<file path="config.mk">
export PLATFORM = sky130hd
export DESIGN_NAME = irsq_sequencer
export DESIGN_NICKNAME = d
export VERILOG_FILES = /design/src/rtl/irsq_pkg.sv /design/src/rtl/irsq_sequencer.sv
export VERILOG_INCLUDE_DIRS = /design/src /design/src/rtl
export SDC_FILE = /design/constraint.sdc
export NUM_CORES = 1
export LEC_CHECK = 0
export ABC_AREA = 1
export BUFFER_PORTS_ARGS = -buffer_cell sky130_fd_sc_hd__buf_2
export CAP_MARGIN = 20
export CORE_MARGIN = 2
export CORE_UTILIZATION = 30
export DETAILED_ROUTE_END_ITERATION = 8
export MAX_ROUTING_LAYER = met4
export PLACE_DENSITY_LB_ADDON = 0.3
export REMOVE_ABC_BUFFERS = 1
export SLEW_MARGIN = 20
export SYNTH_ARGS = -nofsm -noshare
export SYNTH_HDL_FRONTEND = slang
export SYNTH_SLANG_ARGS = --single-unit
</file>
<file path="constraint.sdc">
create_clock -name CLK -period 2.6 [get_ports CLK]
set_clock_uncertainty 0.05 [all_clocks]
set_input_delay 0.52 -clock CLK [delete_from_list [all_inputs] [get_ports CLK]]
set_output_delay 0.52 -clock CLK [all_outputs]
set_load 0.005 [all_outputs]
</file>
<file path="src/rtl/irsq_consts.svh">
// Timing counts, field positions and reset values of the readout sequencer
// Operation
// - Pixel valid five clocks after line sync
// - Row blanking is 35 times row granularity
// - Four reset levels usable in multi-slope
// - Global: enable high at exposure begin: reduced reset
// - Global: exposure begin clears integration time counter
// - Rolling: exposure timer pulses at reset sync
// - Rolling: frame begin loads read row pointer
// - Rolling: reset sync after integration lines
// - Column load overrides sync, loads column pointer
// - Column load held over two rising edges
// - Frame begin loads new row pointer
// - Frame begin triggers amplifier calibration
// - Reset clears every configuration register
// - Readout active from sync to pixel limit
// - Upload word: address 15:12, data 11:0
`ifndef IRSQ_CONSTS_SVH
`define IRSQ_CONSTS_SVH
`define IRSQ_CLK_PERIOD_PS   5000
`define IRSQ_VALID_LAT       5
`define IRSQ_BLANK_MULT      35
`define IRSQ_STABLE_MULT     5
`define IRSQ_ROW_GRAN_BASE   4
`define IRSQ_SS_GRAN_BASE    32
`define IRSQ_ADDR_MSB        15
`define IRSQ_ADDR_LSB        12
`define IRSQ_DATA_MSB        11
`define IRSQ_A_CTRL          4'h0
`define IRSQ_A_NPIX          4'h1
`define IRSQ_A_NLINE         4'h2
`define IRSQ_A_INT           4'h3
`define IRSQ_A_COLPTR        4'h4
`define IRSQ_A_RDROW         4'h5
`define IRSQ_A_RSTROW        4'h6
`define IRSQ_C_ROLL          0
`define IRSQ_C_RGRAN         1
`define IRSQ_C_SGRAN         3
`define IRSQ_C_LVLSEL        5
`define IRSQ_C_LVLEN         7
`define IRSQ_REG_RST         12'h000
`endif

</file>
<file path="src/rtl/irsq_pkg.sv">
// Types of the readout sequencer
package irsq_pkg;
	typedef enum logic [1:0] {IRSQ_IDLE, IRSQ_BLANK, IRSQ_LAT, IRSQ_PIX} irsq_xst_t;
endpackage

</file>
<file path="src/rtl/irsq_sequencer.sv">
// Image sensor readout sequencer: row/pixel timing, shutter and windowing
`timescale 1ns/1ps
`include "irsq_consts.svh"
module irsq_sequencer #(
	parameter int W = 12
) (
	input  wire logic          CLK,          // Pixel clock
	input  wire logic          RST_N,        // Global reset, active low
	input  wire logic          UP_WR,        // Upload write strobe
	input  wire logic [15:0]   UP_WORD,      // Upload word: address and data
	input  wire logic          LINE_START,   // Line clock pulse
	input  wire logic          FRAME_BEGIN,  // Frame begin pulse
	input  wire logic          COL_LOAD,     // Column pointer load pulse
	input  wire logic          EXP_BEGIN,    // Exposure begin pulse
	input  wire logic          EXP_END,      // Exposure end pulse
	output logic               READOUT_ACT,  // Readout active
	output logic               PIX_VALID,    // Pixel on analog output valid
	output logic [W-1:0]       PIX_COL,      // Column addressed on output
	output logic [W-1:0]       READ_ROW,     // Read row shift register
	output logic [W-1:0]       RESET_ROW,    // Reset row shift register
	output logic               EXP_TIMER,    // Exposure timer pulse
	output logic               RST_LVL_ACT,  // Reduced-voltage pixel reset pulse
	output logic [1:0]         RST_LVL_SEL,  // Reset level used
	output logic               AMP_CAL,      // Amplifier calibration pulse
	output logic [W-1:0]       INT_COUNT     // Integration time counter
);
	// Pin synchronisers: two flops per strobe, a third flop only for edge detection
	// Strobe order in the vector: line, frame, column load, begin, end
	logic [4:0]  pin_w;
	logic [4:0]  s1_r, s2_r, s3_r;
	logic        up_s1_r, up_s2_r;
	logic [15:0] w_s1_r, w_s2_r;
	assign pin_w = {EXP_END, EXP_BEGIN, COL_LOAD, FRAME_BEGIN, LINE_START};
	for (genvar i = 0; i < 5; i++) begin : g_sync
		always_ff @(posedge CLK or negedge RST_N) begin
			if (!RST_N) begin
				s1_r[i] <= 1'b0;
				s2_r[i] <= 1'b0;
				s3_r[i] <= 1'b0;
			end else begin
				s1_r[i] <= pin_w[i];
				s2_r[i] <= s1_r[i];
				s3_r[i] <= s2_r[i];
			end
		end
	end
	// Upload strobe synchroniser
	always_ff @(posedge CLK or negedge RST_N) begin
		if (!RST_N) begin
			up_s1_r <= 1'b0;
			up_s2_r <= 1'b0;
		end else begin
			up_s1_r <= UP_WR;
			up_s2_r <= up_s1_r;
		end
	end
	// The word is held by the controller while its strobe stands, so two flops
	// per bit suffice: it is only read on the synchronised strobe edge
	always_ff @(posedge CLK or negedge RST_N) begin
		if (!RST_N) begin
			w_s1_r <= 16'h0000;
			w_s2_r <= 16'h0000;
		end else begin
			w_s1_r <= UP_WORD;
			w_s2_r <= w_s1_r;
		end
	end
	// Rising edges of the synchronised strobes; each lasts one clock
	logic [4:0] rise;
	assign rise = s2_r & ~s3_r;
	wire line_p  = rise[0];
	wire frame_p = rise[1];
	wire col_p   = rise[2];
	wire exb_p   = rise[3];
	wire exe_p   = rise[4];
	// Register upload: one word per synchronised strobe rising edge
	logic         up_d_r;
	wire          up_p = up_s2_r & ~up_d_r;
	wire [3:0]    up_a = w_s2_r[`IRSQ_ADDR_MSB:`IRSQ_ADDR_LSB];
	wire [11:0]   up_d = w_s2_r[`IRSQ_DATA_MSB:0];
	logic [11:0]  ctrl_r, npix_r, nline_r, intl_r, colptr_r, rdrow_r, rstrow_r;
	// One write enable per mapped address; other addresses write nothing
	wire          we_ctrl   = up_p && (up_a == `IRSQ_A_CTRL);
	wire          we_npix   = up_p && (up_a == `IRSQ_A_NPIX);
	wire          we_nline  = up_p && (up_a == `IRSQ_A_NLINE);
	wire          we_int    = up_p && (up_a == `IRSQ_A_INT);
	wire          we_colptr = up_p && (up_a == `IRSQ_A_COLPTR);
	wire          we_rdrow  = up_p && (up_a == `IRSQ_A_RDROW);
	wire          we_rstrow = up_p && (up_a == `IRSQ_A_RSTROW);
	// Delayed strobe copy for edge detection
	always_ff @(posedge CLK or negedge RST_N) begin
		if (!RST_N)
			up_d_r <= 1'b0;
		else
			up_d_r <= up_s2_r;
	end
	// Control word: rolling mode, granularities, level select and enable
	always_ff @(posedge CLK or negedge RST_N) begin
		if (!RST_N)
			ctrl_r <= `IRSQ_REG_RST;
		else if (we_ctrl)
			ctrl_r <= up_d;
	end
	// Pixel and line count limits
	always_ff @(posedge CLK or negedge RST_N) begin
		if (!RST_N)
			npix_r <= `IRSQ_REG_RST;
		else if (we_npix)
			npix_r <= up_d;
	end
	always_ff @(posedge CLK or negedge RST_N) begin
		if (!RST_N)
			nline_r <= `IRSQ_REG_RST;
		else if (we_nline)
			nline_r <= up_d;
	end
	// Rolling-shutter integration length in lines
	always_ff @(posedge CLK or negedge RST_N) begin
		if (!RST_N)
			intl_r <= `IRSQ_REG_RST;
		else if (we_int)
			intl_r <= up_d;
	end
	// Window pointers: column, read row and reset row
	always_ff @(posedge CLK or negedge RST_N) begin
		if (!RST_N)
			colptr_r <= `IRSQ_REG_RST;
		else if (we_colptr)
			colptr_r <= up_d;
	end
	always_ff @(posedge CLK or negedge RST_N) begin
		if (!RST_N)
			rdrow_r <= `IRSQ_REG_RST;
		else if (we_rdrow)
			rdrow_r <= up_d;
	end
	always_ff @(posedge CLK or negedge RST_N) begin
		if (!RST_N)
			rstrow_r <= `IRSQ_REG_RST;
		else if (we_rstrow)
			rstrow_r <= up_d;
	end
	wire       roll   = ctrl_r[`IRSQ_C_ROLL];
	wire [1:0] rgran  = ctrl_r[`IRSQ_C_RGRAN +: 2];
	wire [1:0] lvlsel = ctrl_r[`IRSQ_C_LVLSEL +: 2];
	wire       lvlen  = ctrl_r[`IRSQ_C_LVLEN];
	// Row blanking length: 35 x (4 << code)
	wire [15:0] blank_len = 16'(`IRSQ_BLANK_MULT * (`IRSQ_ROW_GRAN_BASE << rgran));
	// Column sequencer
	irsq_pkg::irsq_xst_t xst_r, xst_nxt;
	logic [15:0] xcnt_r, xcnt_nxt;
	logic [W-1:0] col_r, col_nxt;
	logic [W-1:0] pcnt_r, pcnt_nxt;
	wire  sync_int = (xst_r == irsq_pkg::IRSQ_BLANK) && (xcnt_r == blank_len - 16'h0001);
	wire  xsync    = sync_int | col_p;
	always_comb begin
		xst_nxt = xst_r;
		xcnt_nxt = xcnt_r + 16'h0001;
		col_nxt = col_r;
		pcnt_nxt = pcnt_r;
		case (xst_r)
			irsq_pkg::IRSQ_IDLE: begin
				if (line_p) begin
					xst_nxt = irsq_pkg::IRSQ_BLANK;
					xcnt_nxt = 16'h0000;
				end
			end
			irsq_pkg::IRSQ_BLANK: ;
			irsq_pkg::IRSQ_LAT: begin
				if (xcnt_r == 16'(`IRSQ_VALID_LAT - 1)) begin
					xst_nxt = irsq_pkg::IRSQ_PIX;
					pcnt_nxt = '0;
				end
			end
			irsq_pkg::IRSQ_PIX: begin
				col_nxt = col_r + W'(1);
				pcnt_nxt = pcnt_r + W'(1);
				if (pcnt_r + W'(1) >= W'(npix_r))
					xst_nxt = irsq_pkg::IRSQ_IDLE;
			end
			default: xst_nxt = irsq_pkg::IRSQ_IDLE;
		endcase
		if (xsync) begin
			xst_nxt = irsq_pkg::IRSQ_LAT;
			xcnt_nxt = 16'h0000;
			col_nxt = col_p ? W'(colptr_r) : col_r;
		end
	end
	// State and cycle counter of the column sequencer
	always_ff @(posedge CLK or negedge RST_N) begin
		if (!RST_N)
			xst_r <= irsq_pkg::IRSQ_IDLE;
		else
			xst_r <= xst_nxt;
	end
	always_ff @(posedge CLK or negedge RST_N) begin
		if (!RST_N)
			xcnt_r <= 16'h0000;
		else
			xcnt_r <= xcnt_nxt;
	end
	// Column address and pixel count within the row
	always_ff @(posedge CLK or negedge RST_N) begin
		if (!RST_N)
			col_r <= '0;
		else
			col_r <= col_nxt;
	end
	always_ff @(posedge CLK or negedge RST_N) begin
		if (!RST_N)
			pcnt_r <= '0;
		else
			pcnt_r <= pcnt_nxt;
	end
	// Row pointers, line counting, rolling shutter
	logic [W-1:0] lcnt_r;
	wire reset_sync = roll && line_p && (lcnt_r + W'(1) == W'(intl_r));
	// Shutter: integration counter and reduced-voltage reset
	// Exposure begin only acts in global mode; a rolling frame ignores it
	wire gs_begin = exb_p && !roll;
	// Synchronised exposure end level: the counter freezes while it stands
	wire exe_hold = s2_r[4];
	// Line counter restarts on every frame begin and counts line pulses
	always_ff @(posedge CLK or negedge RST_N) begin
		if (!RST_N)
			lcnt_r <= '0;
		else if (frame_p)
			lcnt_r <= '0;
		else if (line_p)
			lcnt_r <= lcnt_r + W'(1);
	end
	// Read row loads on frame begin and steps once per line
	always_ff @(posedge CLK or negedge RST_N) begin
		if (!RST_N)
			READ_ROW <= '0;
		else if (frame_p)
			READ_ROW <= W'(rdrow_r);
		else if (line_p)
			READ_ROW <= READ_ROW + W'(1);
	end
	// The reset row only advances in rolling mode, where it leads the read row
	always_ff @(posedge CLK or negedge RST_N) begin
		if (!RST_N)
			RESET_ROW <= '0;
		else if (reset_sync)
			RESET_ROW <= W'(rstrow_r);
		else if (line_p && roll)
			RESET_ROW <= RESET_ROW + W'(1);
	end
	// One-clock pulses: rolling reset sync and amplifier calibration
	always_ff @(posedge CLK or negedge RST_N) begin
		if (!RST_N) begin
			EXP_TIMER <= 1'b0;
			AMP_CAL <= 1'b0;
		end else begin
			EXP_TIMER <= reset_sync;
			AMP_CAL <= frame_p;
		end
	end
	// Every global-mode exposure begin restarts the count, intermediate slopes included;
	// otherwise the counter runs, holds while exposure end stands, and wraps
	always_ff @(posedge CLK or negedge RST_N) begin
		if (!RST_N)
			INT_COUNT <= '0;
		else if (gs_begin)
			INT_COUNT <= '0;
		else if (!exe_hold)
			INT_COUNT <= INT_COUNT + W'(1);
	end
	// Reduced-voltage reset pulse, only with the level enable set
	always_ff @(posedge CLK or negedge RST_N) begin
		if (!RST_N)
			RST_LVL_ACT <= 1'b0;
		else
			RST_LVL_ACT <= gs_begin && lvlen;
	end
	// Level is taken at exposure begin, so later uploads cannot disturb a reset
	always_ff @(posedge CLK or negedge RST_N) begin
		if (!RST_N)
			RST_LVL_SEL <= 2'h0;
		else if (gs_begin)
			RST_LVL_SEL <= lvlen ? lvlsel : 2'h0;
	end
	// Registered outputs, decoded from the next state so that they line up with it
	always_ff @(posedge CLK or negedge RST_N) begin
		if (!RST_N)
			READOUT_ACT <= 1'b0;
		else
			READOUT_ACT <= (xst_nxt == irsq_pkg::IRSQ_LAT) || (xst_nxt == irsq_pkg::IRSQ_PIX);
	end
	// Pixel valid follows the pixel phase, five clocks after the sync
	always_ff @(posedge CLK or negedge RST_N) begin
		if (!RST_N)
			PIX_VALID <= 1'b0;
		else
			PIX_VALID <= xst_nxt == irsq_pkg::IRSQ_PIX;
	end
	// Column follows the column next value so that it lines up with pixel valid
	always_ff @(posedge CLK or negedge RST_N) begin
		if (!RST_N)
			PIX_COL <= '0;
		else
			PIX_COL <= col_nxt;
	end
endmodule

</file>
==> flow_summary.json, run 1 <==
{
  "netlist_instances": 1146,
  "ratio_of_cells_with_drive_above_1_in_the_final_layout_pct": 15.9,
  "total_switching_power_mw": 2.93,
  "mostFrequentLayoutCells": "277 x nand2_1, 211 x dfrtp_1, 147 x inv_1, 90 x o21ai_0, 77 x buf_2",
  "worst_skew_pair.late_latency_ns": 0.53,
  "grt_setup_unrepaired": "true",
  "dpl_ws_ns": -0.165,
  "ioPinCount": 79,
  "power_leakage_nw": 5.86,
  "drt_iter0_markers": 496,
  "violations_in_the_final_reports": "negative setup slack",
  "timing.final.crit_share_pct": 103,
  "die_w_um": 187,
  "place.gp.congestion": 0.831,
  "critical_path.endpoint_type": "flip-flop",
  "placement.cell_area_um2": 11100,
  "mean_instance_size_in_the_synthesized_netlist_um2": 8.73,
  "async_reset_ff_share_pct": 100,
  "worstPathMaxFanout": 3,
  "power.share.sequential_pct": 42.9,
  "switching_share_pct": 29.9,
  "grt_antenna_before_repair": 0,
  "routed_wirelength_mm": 24.3,
  "sequential_share_of_the_synthesized_area_pct": 53.0,
  "vias": 7704,
  "fp-row-count": 66,
  "cts-buffers-inserted": 25,
  "worst_path_arrival_time_ns": 3.03,
  "grt_use_total_pct": 14.6,
  "clk_pin_slew_ns": 0.06,
  "timing.final.ws_setup_ns": -0.0658,
  "tritoncts": "built",
  "grt_first_pass_wirelength_mm": 40.3,
  "critPathBufInv": 3,
  "syn_area_um2": 10000,
  "core-area_um2": 32700,
  "finalCoreUtilization_pct": 37.0,
  "mostFrequentLayoutCell": "nand2_1",
  "buffer_ports.inserted": 78,
  "dieHeight_um": 187,
  "maxCapViolations": 0,
  "cts_buffer_depth": 3,
  "rr_worst_depth": 20,
  "powerDensity_nw_per_um2": 808,
  "synth_edf_count": 0,
  "nNetsFinal": 1310,
  "clk_root_buffer_cell": "clkbuf_16",
  "post-route-min-period_ns": 2.67,
  "hold_violation_count_in_the_final_report": 0,
  "critPathLaunchType": "flip-flop",
  "hold_path_depth": 1,
  "criticalPathCategory": "reg -> reg",
  "layout.filler_cells": 3354,
  "fin_worst_hold_slack_ns": 0.0457,
  "wire_per_inst_um": 14.1,
  "layout.cell_area.non_filler_um2": 12100,
  "number_of_global_route_vias_before_repair": 7619,
  "crit_family": "simple AND/OR/NAND/NOR gates",
  "power.ir.vdd_worst_mv": 0.446,
  "hold_path.class": "in -> reg",
  "effective_utilization_at_floorplan_pct": 30.6,
  "report.final.setup_viol": 4,
  "max_freq_mhz": 375,
  "cts.htree.levels": 1,
  "timing_worst_slew_pin_value_ns": 0.751,
  "route.detailed.drc": 0,
  "via_per_inst": 4.48,
  "cp_cell_sequence": "buf_6 > ha_4 > nand2_2 > nor2_1 > nand2_1 > nor2_2 > nand3_2 > buf_4 > xor2_1 > inv_1 > ha_1 > nand2_1 > nor2_4 > nand2_2 > a21oi_2 > nor2_1 > nand4_1 > o21ai_1 > nor2_2 > nor2_1",
  "relSlewSlack_pct": 49.8,
  "yosys.area.top_type_share_pct": 53.0,
  "multiInputGateArea_um2": 4060,
  "ant_nets": 0,
  "cpPeakStageDelay_ns": 0.37,
  "finalPower_mw": 9.79,
  "final-max-slew-violation-count": 0,
  "dr.pass1.iters": 5,
  "path_depth": 20,
  "synth-main-ff-cell": "dfrtp_1",
  "postSynthRegisterBits": 212,
  "timing.critical_path.slowest_stage_cell": "dfrtp_1",
  "cts.sink_count": 212,
  "seqCellArea_um2": 5310,
  "clock_power_share_pct": 37.7,
  "status": "complete, but fails checks",
  "synth_top_cell_by_area": "dfrtp_1",
  "synthToLayoutAreaGrowth_pct": 21.0,
  "netlist_top_cells_area": "dfrtp_1 53%, nand2_1 11%, inv_1 5.6%",
  "die_area_um2": 34800,
  "detailedPlacementHpwl_mm": 17.1,
  "ys_types": 44,
  "grt_start_max_net_pins": 67,
  "antenna_cells": 0,
  "critical-path-top-cell-by-count": "nor2_1",
  "synthesis.yosys.warnings": 0,
  "pwr-share-comb_pct": 19.4,
  "grt_total_ovfl": 0,
  "critical_path_required_ns": 2.97,
  "p_int_mw": 6.86
}
==> final cells by class <==
cell class	instances	area share, %
Tap cell	442	4.57
Clock inverter	12	1.46
Timing Repair Buffer	115	6.03
Sequential cell	212	43.8
Multi-Input combinational cell	750	33.5
Inverter	154	4.80
Clock buffer	34	5.78
==> kinds of logic (layout without fill, tap and decap cells) <==
| kind of cell | count (synthesis) | after routing | synth area share, % |
|---|---|---|---|
| and+or+nand+nor | 521 | 521 | 23.2 |
| DFF | 212 | 212 | 53.0 |
| buffers and inverters | 184 | 315 | 7.33 |
| AOI/OAI and AO/OA | 148 | 148 | 8.21 |
| xor gates and xnor gates | 53 | 53 | 4.78 |
| adders and majority gates | 28 | 28 | 3.50 |
==> synth_stat cells, drive strengths merged (2+ instances only) <==
cell,number
nand2,283
xor2,36
o21bai,2
inv,151
ha,28
nand3b,3
nor3b,4
o21ai,95
a21oi,19
o22ai,11
a22o,3
nand3,77
nor3,21
a31oi,2
a211oi,3
nor2,90
nand4,29
o21a,2
o221ai,3
xnor2,16
or2,3
buf,12
clkinv,3
clkbuf,18
nor4,9
dfrtp,212
o211ai,6
==> worst register-to-register path, cell delays in order, from the launching register on <==
cell and delay (ns):
dfrtp_1 0.37, buf_6 0.11, ha_4 0.13, nand2_2 0.05, nor2_1 0.07, nand2_1 0.08, nor2_2 0.15, nand3_2 0.12
buf_4 0.16, xor2_1 0.17, inv_1 0.06, ha_1 0.28, nand2_1 0.08, nor2_4 0.11, nand2_2 0.06, a21oi_2 0.11
nor2_1 0.06, nand4_1 0.08, o21ai_1 0.09, nor2_2 0.12, nor2_1 0.06
==> routing by layer <==
metal	global-route usage, %	vias up	wire, um
met5	-	-	0
met4	3.82	0	477
met3	1.86	30	899
met2	23.4	123	11300
met1	19.5	3624	11600
li1	-	3927	-
==> repair_timing <==
item                                   CTS  global route
pin swaps                                4             9
setup buffers                            0             5
endpoints found under the hold margin   60             0
resized for setup                        7            25
setup endpoints to repair                4            31
hold buffers                             1             0
==> per-stage QoR <==
step | std cells | TNS (ns)
after floorplan | 1116 | 0
after global placement | 1667 | -0.311
after detailed placement | 1667 | -0.542
after CTS | 1714 | 0
after global routing | 1719 | -1.39
final | 1719 | -0.213
==> power by group through the flow <==
stage | clock (mW) | sequential (mW) | combinational, mW
after floorplan | 0 | 4.15 | 1.14
after global placement | 0 | 4.24 | 1.81
after detailed placement | 0 | 4.25 | 1.84
after CTS | 3.81 | 4.19 | 1.86
after global routing | 3.95 | 4.27 | 2.20
final | 3.69 | 4.20 | 1.90
==> path summary, 6_finish.rpt <==
kind / endpoint / slack [ns] / from
max in group asynchronous: READ_ROW[8]$_DFFE_PN0P_ / 1.31 / RST_N
min in group asynchronous: INT_COUNT[4]$_DFFE_PN0P_ / 0.48 / RST_N
min reg2reg: w_s2_r[7]$_DFF_PN0_ / 0.30 / w_s1_r[7]$_DFF_PN0_
min: s1_r[2]$_DFF_PN0_ / 0.05 / COL_LOAD
max reg2reg: PIX_VALID$_DFF_PN0_ / -0.07 / pcnt_r[1]$_DFFE_PN0P_
max: PIX_VALID$_DFF_PN0_ / -0.07 / pcnt_r[1]$_DFFE_PN0P_
==> registers in the layout (all words and copies together), names as in the netlist, 2 cells and up <==
signal and count:
intl_r 12, xst_r 2, col_r 12, INT_COUNT 12
RESET_ROW 12, w_s1_r 16, ctrl_r 6, rstrow_r 12
s3_r 4, s1_r 5, xcnt_r 16, colptr_r 12
pcnt_r 12, rdrow_r 12, s2_r 4, w_s2_r 16
lcnt_r 12, RST_LVL_SEL 2, READ_ROW 12, npix_r 12
Power figures use the tool's default switching activity.
==> run 2, diff against run 1 <==
GPL_TIMING_DRIVEN = 0   (was unset)
==> flow_summary.json, run 2 (synthesis gave the netlist of run 1 again) <==
{
  "layout.cell_area.non_filler_um2": 12200,
  "grt_setup_unrepaired": "true",
  "fin_worst_hold_slack_ns": 0.0521,
  "grt_first_pass_wirelength_mm": 40.1,
  "route.detailed.drc": 0,
  "place.gp.congestion": 0.826,
  "criticalPathCategory": "reg -> reg",
  "nNetsFinal": 1295,
  "total_switching_power_mw": 3.00,
  "post-route-min-period_ns": 2.80,
  "critPathLaunchType": "flip-flop",
  "report.final.setup_viol": 4,
  "ant_nets": 0,
  "core-area_um2": 32700,
  "powerDensity_nw_per_um2": 827,
  "final-max-slew-violation-count": 0,
  "grt_total_ovfl": 0,
  "timing.final.crit_share_pct": 108,
  "switching_share_pct": 29.8,
  "placement.cell_area_um2": 10900,
  "dr.pass1.iters": 5,
  "die_w_um": 187,
  "mostFrequentLayoutCells": "273 x nand2_1, 209 x dfrtp_1, 146 x inv_1, 90 x o21ai_0, 77 x buf_2",
  "routed_wirelength_mm": 24.3,
  "clk_pin_slew_ns": 0.06,
  "grt_antenna_before_repair": 0,
  "die_area_um2": 34800,
  "clk_root_buffer_cell": "clkbuf_16",
  "status": "complete, but fails checks",
  "relSlewSlack_pct": 44.1,
  "numPlacedInstances": 1638,
  "synthToLayoutAreaGrowth_pct": 22.0,
  "violations_in_the_final_reports": "negative setup slack",
  "timing_worst_slew_pin_value_ns": 0.831,
  "hold_violation_count_in_the_final_report": 0,
  "crit_family": "simple AND/OR/NAND/NOR gates",
  "timing.critical_path.slowest_stage_cell": "dfrtp_1",
  "worstPathMaxFanout": 3,
  "hold_path.class": "in -> reg",
  "clock_power_share_pct": 39.5,
  "ioPinCount": 79,
  "top_regs": "w_s1_r x16, w_s2_r x16, xcnt_r x16",
  "max_freq_mhz": 357,
  "critical_path.endpoint_type": "flip-flop",
  "critical_path_required_ns": 3.00,
  "vias": 7743,
  "final-instance-count-excl-fill": 1704,
  "power.ir.vdd_worst_mv": 0.414,
  "wire_per_inst_um": 14.3,
  "grt_use_total_pct": 14.4,
  "grt_start_max_net_pins": 92,
  "cts.htree.levels": 1,
  "power.share.sequential_pct": 41.5,
  "number_of_global_route_vias_before_repair": 7805,
  "p_int_mw": 7.09,
  "drt_iter0_markers": 460,
  "cp_cell_sequence": "ha_4 > nand2_2 > nor2_1 > nand2_1 > nor2_2 > nand3_2 > nor3_2 > xor2_1 > ha_1 > nand2_4 > o21a_1 > nand2_2 > nor2_2 > nand4_1 > nand4_1 > nand2_2 > nor2_1",
  "critPathBufInv": 0,
  "cts.sink_count": 212,
  "via_per_inst": 4.54,
  "tritoncts": "built",
  "fp-row-count": 66,
  "buffer_ports.inserted": 78,
  "cpPeakStageDelay_ns": 0.44,
  "ratio_of_cells_with_drive_above_1_in_the_final_layout_pct": 16.4,
  "antenna_cells": 0,
  "dieHeight_um": 187,
  "effective_utilization_at_floorplan_pct": 30.6,
  "cts_buffer_depth": 3,
  "dpl_ws_ns": -0.555,
  "detailedPlacementHpwl_mm": 16.7,
  "pwr-share-comb_pct": 18.9,
  "mostFrequentLayoutCell": "nand2_1",
  "critical-path-top-cell-by-count": "nand2_2",
  "worst_path_arrival_time_ns": 3.20,
  "cts-buffers-inserted": 26,
  "worst_skew_pair.late_latency_ns": 0.52,
  "power_leakage_nw": 5.84,
  "maxCapViolations": 0,
  "timing.final.ws_setup_ns": -0.202
}
[run 2: cell count changes in the layout (fill, tap and decap cells not counted), moves of 3 or more]
cell      previous run  this run
buf_4               30        16
buf_6                3         0
clkinv_2             3         7
ha_1                25        22
ha_4                 1         5
nand2_1            277       273
nor2_1              74        70
[run 2: timing repair]
item | in CTS | in global routing
hold buffers | 1 | 0
endpoints found under the hold margin | 49 | 0
setup buffers | 9 | 9
endpoints found under the setup margin | 32 | 50
pin swaps | 12 | 15
resized for setup | 26 | 30
[run 2: through the flow]
step                      TNS [ns]  power (mW)  util (%)
final                       -0.648        10.1      37.3
after global routing         -1.37        10.7      37.3
after CTS                   -0.470        10.1      36.7
after detailed placement     -9.24        6.01      33.2
after global placement     -624.11        5.94      33.0
after floorplan                  0        5.29         -
[run 2: worst register-to-register path: cells and delay by family (launching register included)]
family	cells	cell delay, ns
AND/OR/NAND/NOR	13	1.38
adder cells (fa/ha/maj)	2	0.47
flip-flops	1	0.44
XOR/XNOR	1	0.24
AO/OA/AOI/OAI	1	0.14
[run 2: worst paths after layout]
| path | start | end | slack (ns) | cells after the start |
|---|---|---|---|---|
| setup / recovery | pcnt_r[0]$_DFFE_PN0P_ | PIX_VALID$_DFF_PN0_ | -0.20 | 17 |
| hold / removal | UP_WORD[9] | w_s1_r[9]$_DFF_PN0_ | 0.05 | 1 |
| setup reg to reg | pcnt_r[0]$_DFFE_PN0P_ | PIX_VALID$_DFF_PN0_ | -0.20 | 17 |
| hold reg to reg | w_s1_r[7]$_DFF_PN0_ | w_s2_r[7]$_DFF_PN0_ | 0.30 | 0 |
| max in group asynchronous | RST_N | lcnt_r[0]$_DFFE_PN0P_ | 1.21 | 3 |
| min in group asynchronous | RST_N | INT_COUNT[5]$_DFFE_PN0P_ | 0.43 | 2 |
[run 2: final cells by class]
| cell class | count | area (um2) |
|---|---|---|
| Fill cell | 3361 | 20500 |
| Sequential cell | 212 | 5310 |
| Multi-Input combinational cell | 750 | 4190 |
| Clock buffer | 32 | 714 |
| Timing Repair Buffer | 99 | 626 |
| Inverter | 154 | 583 |
| Tap cell | 442 | 553 |
| Clock inverter | 15 | 231 |
[run 2: power groups by stage]
stage,Sequential (mW),Clock [mW],Combinational [mW]
2_1_floorplan,4.15,0,1.14
3_3_place_gp,4.22,0,1.72
3_5_place_dp,4.23,0,1.78
4_1_cts,4.18,4.09,1.85
5_1_grt,4.27,4.23,2.20
6_report,4.19,3.99,1.91
[run 2: routing by layer]
metal / global-route usage (%) / share of wire, %
met1: 18.7 / 47
met2: 23.6 / 48
met3: 1.79 / 2.9
met4: 4.43 / 2.7
met5: - / 0
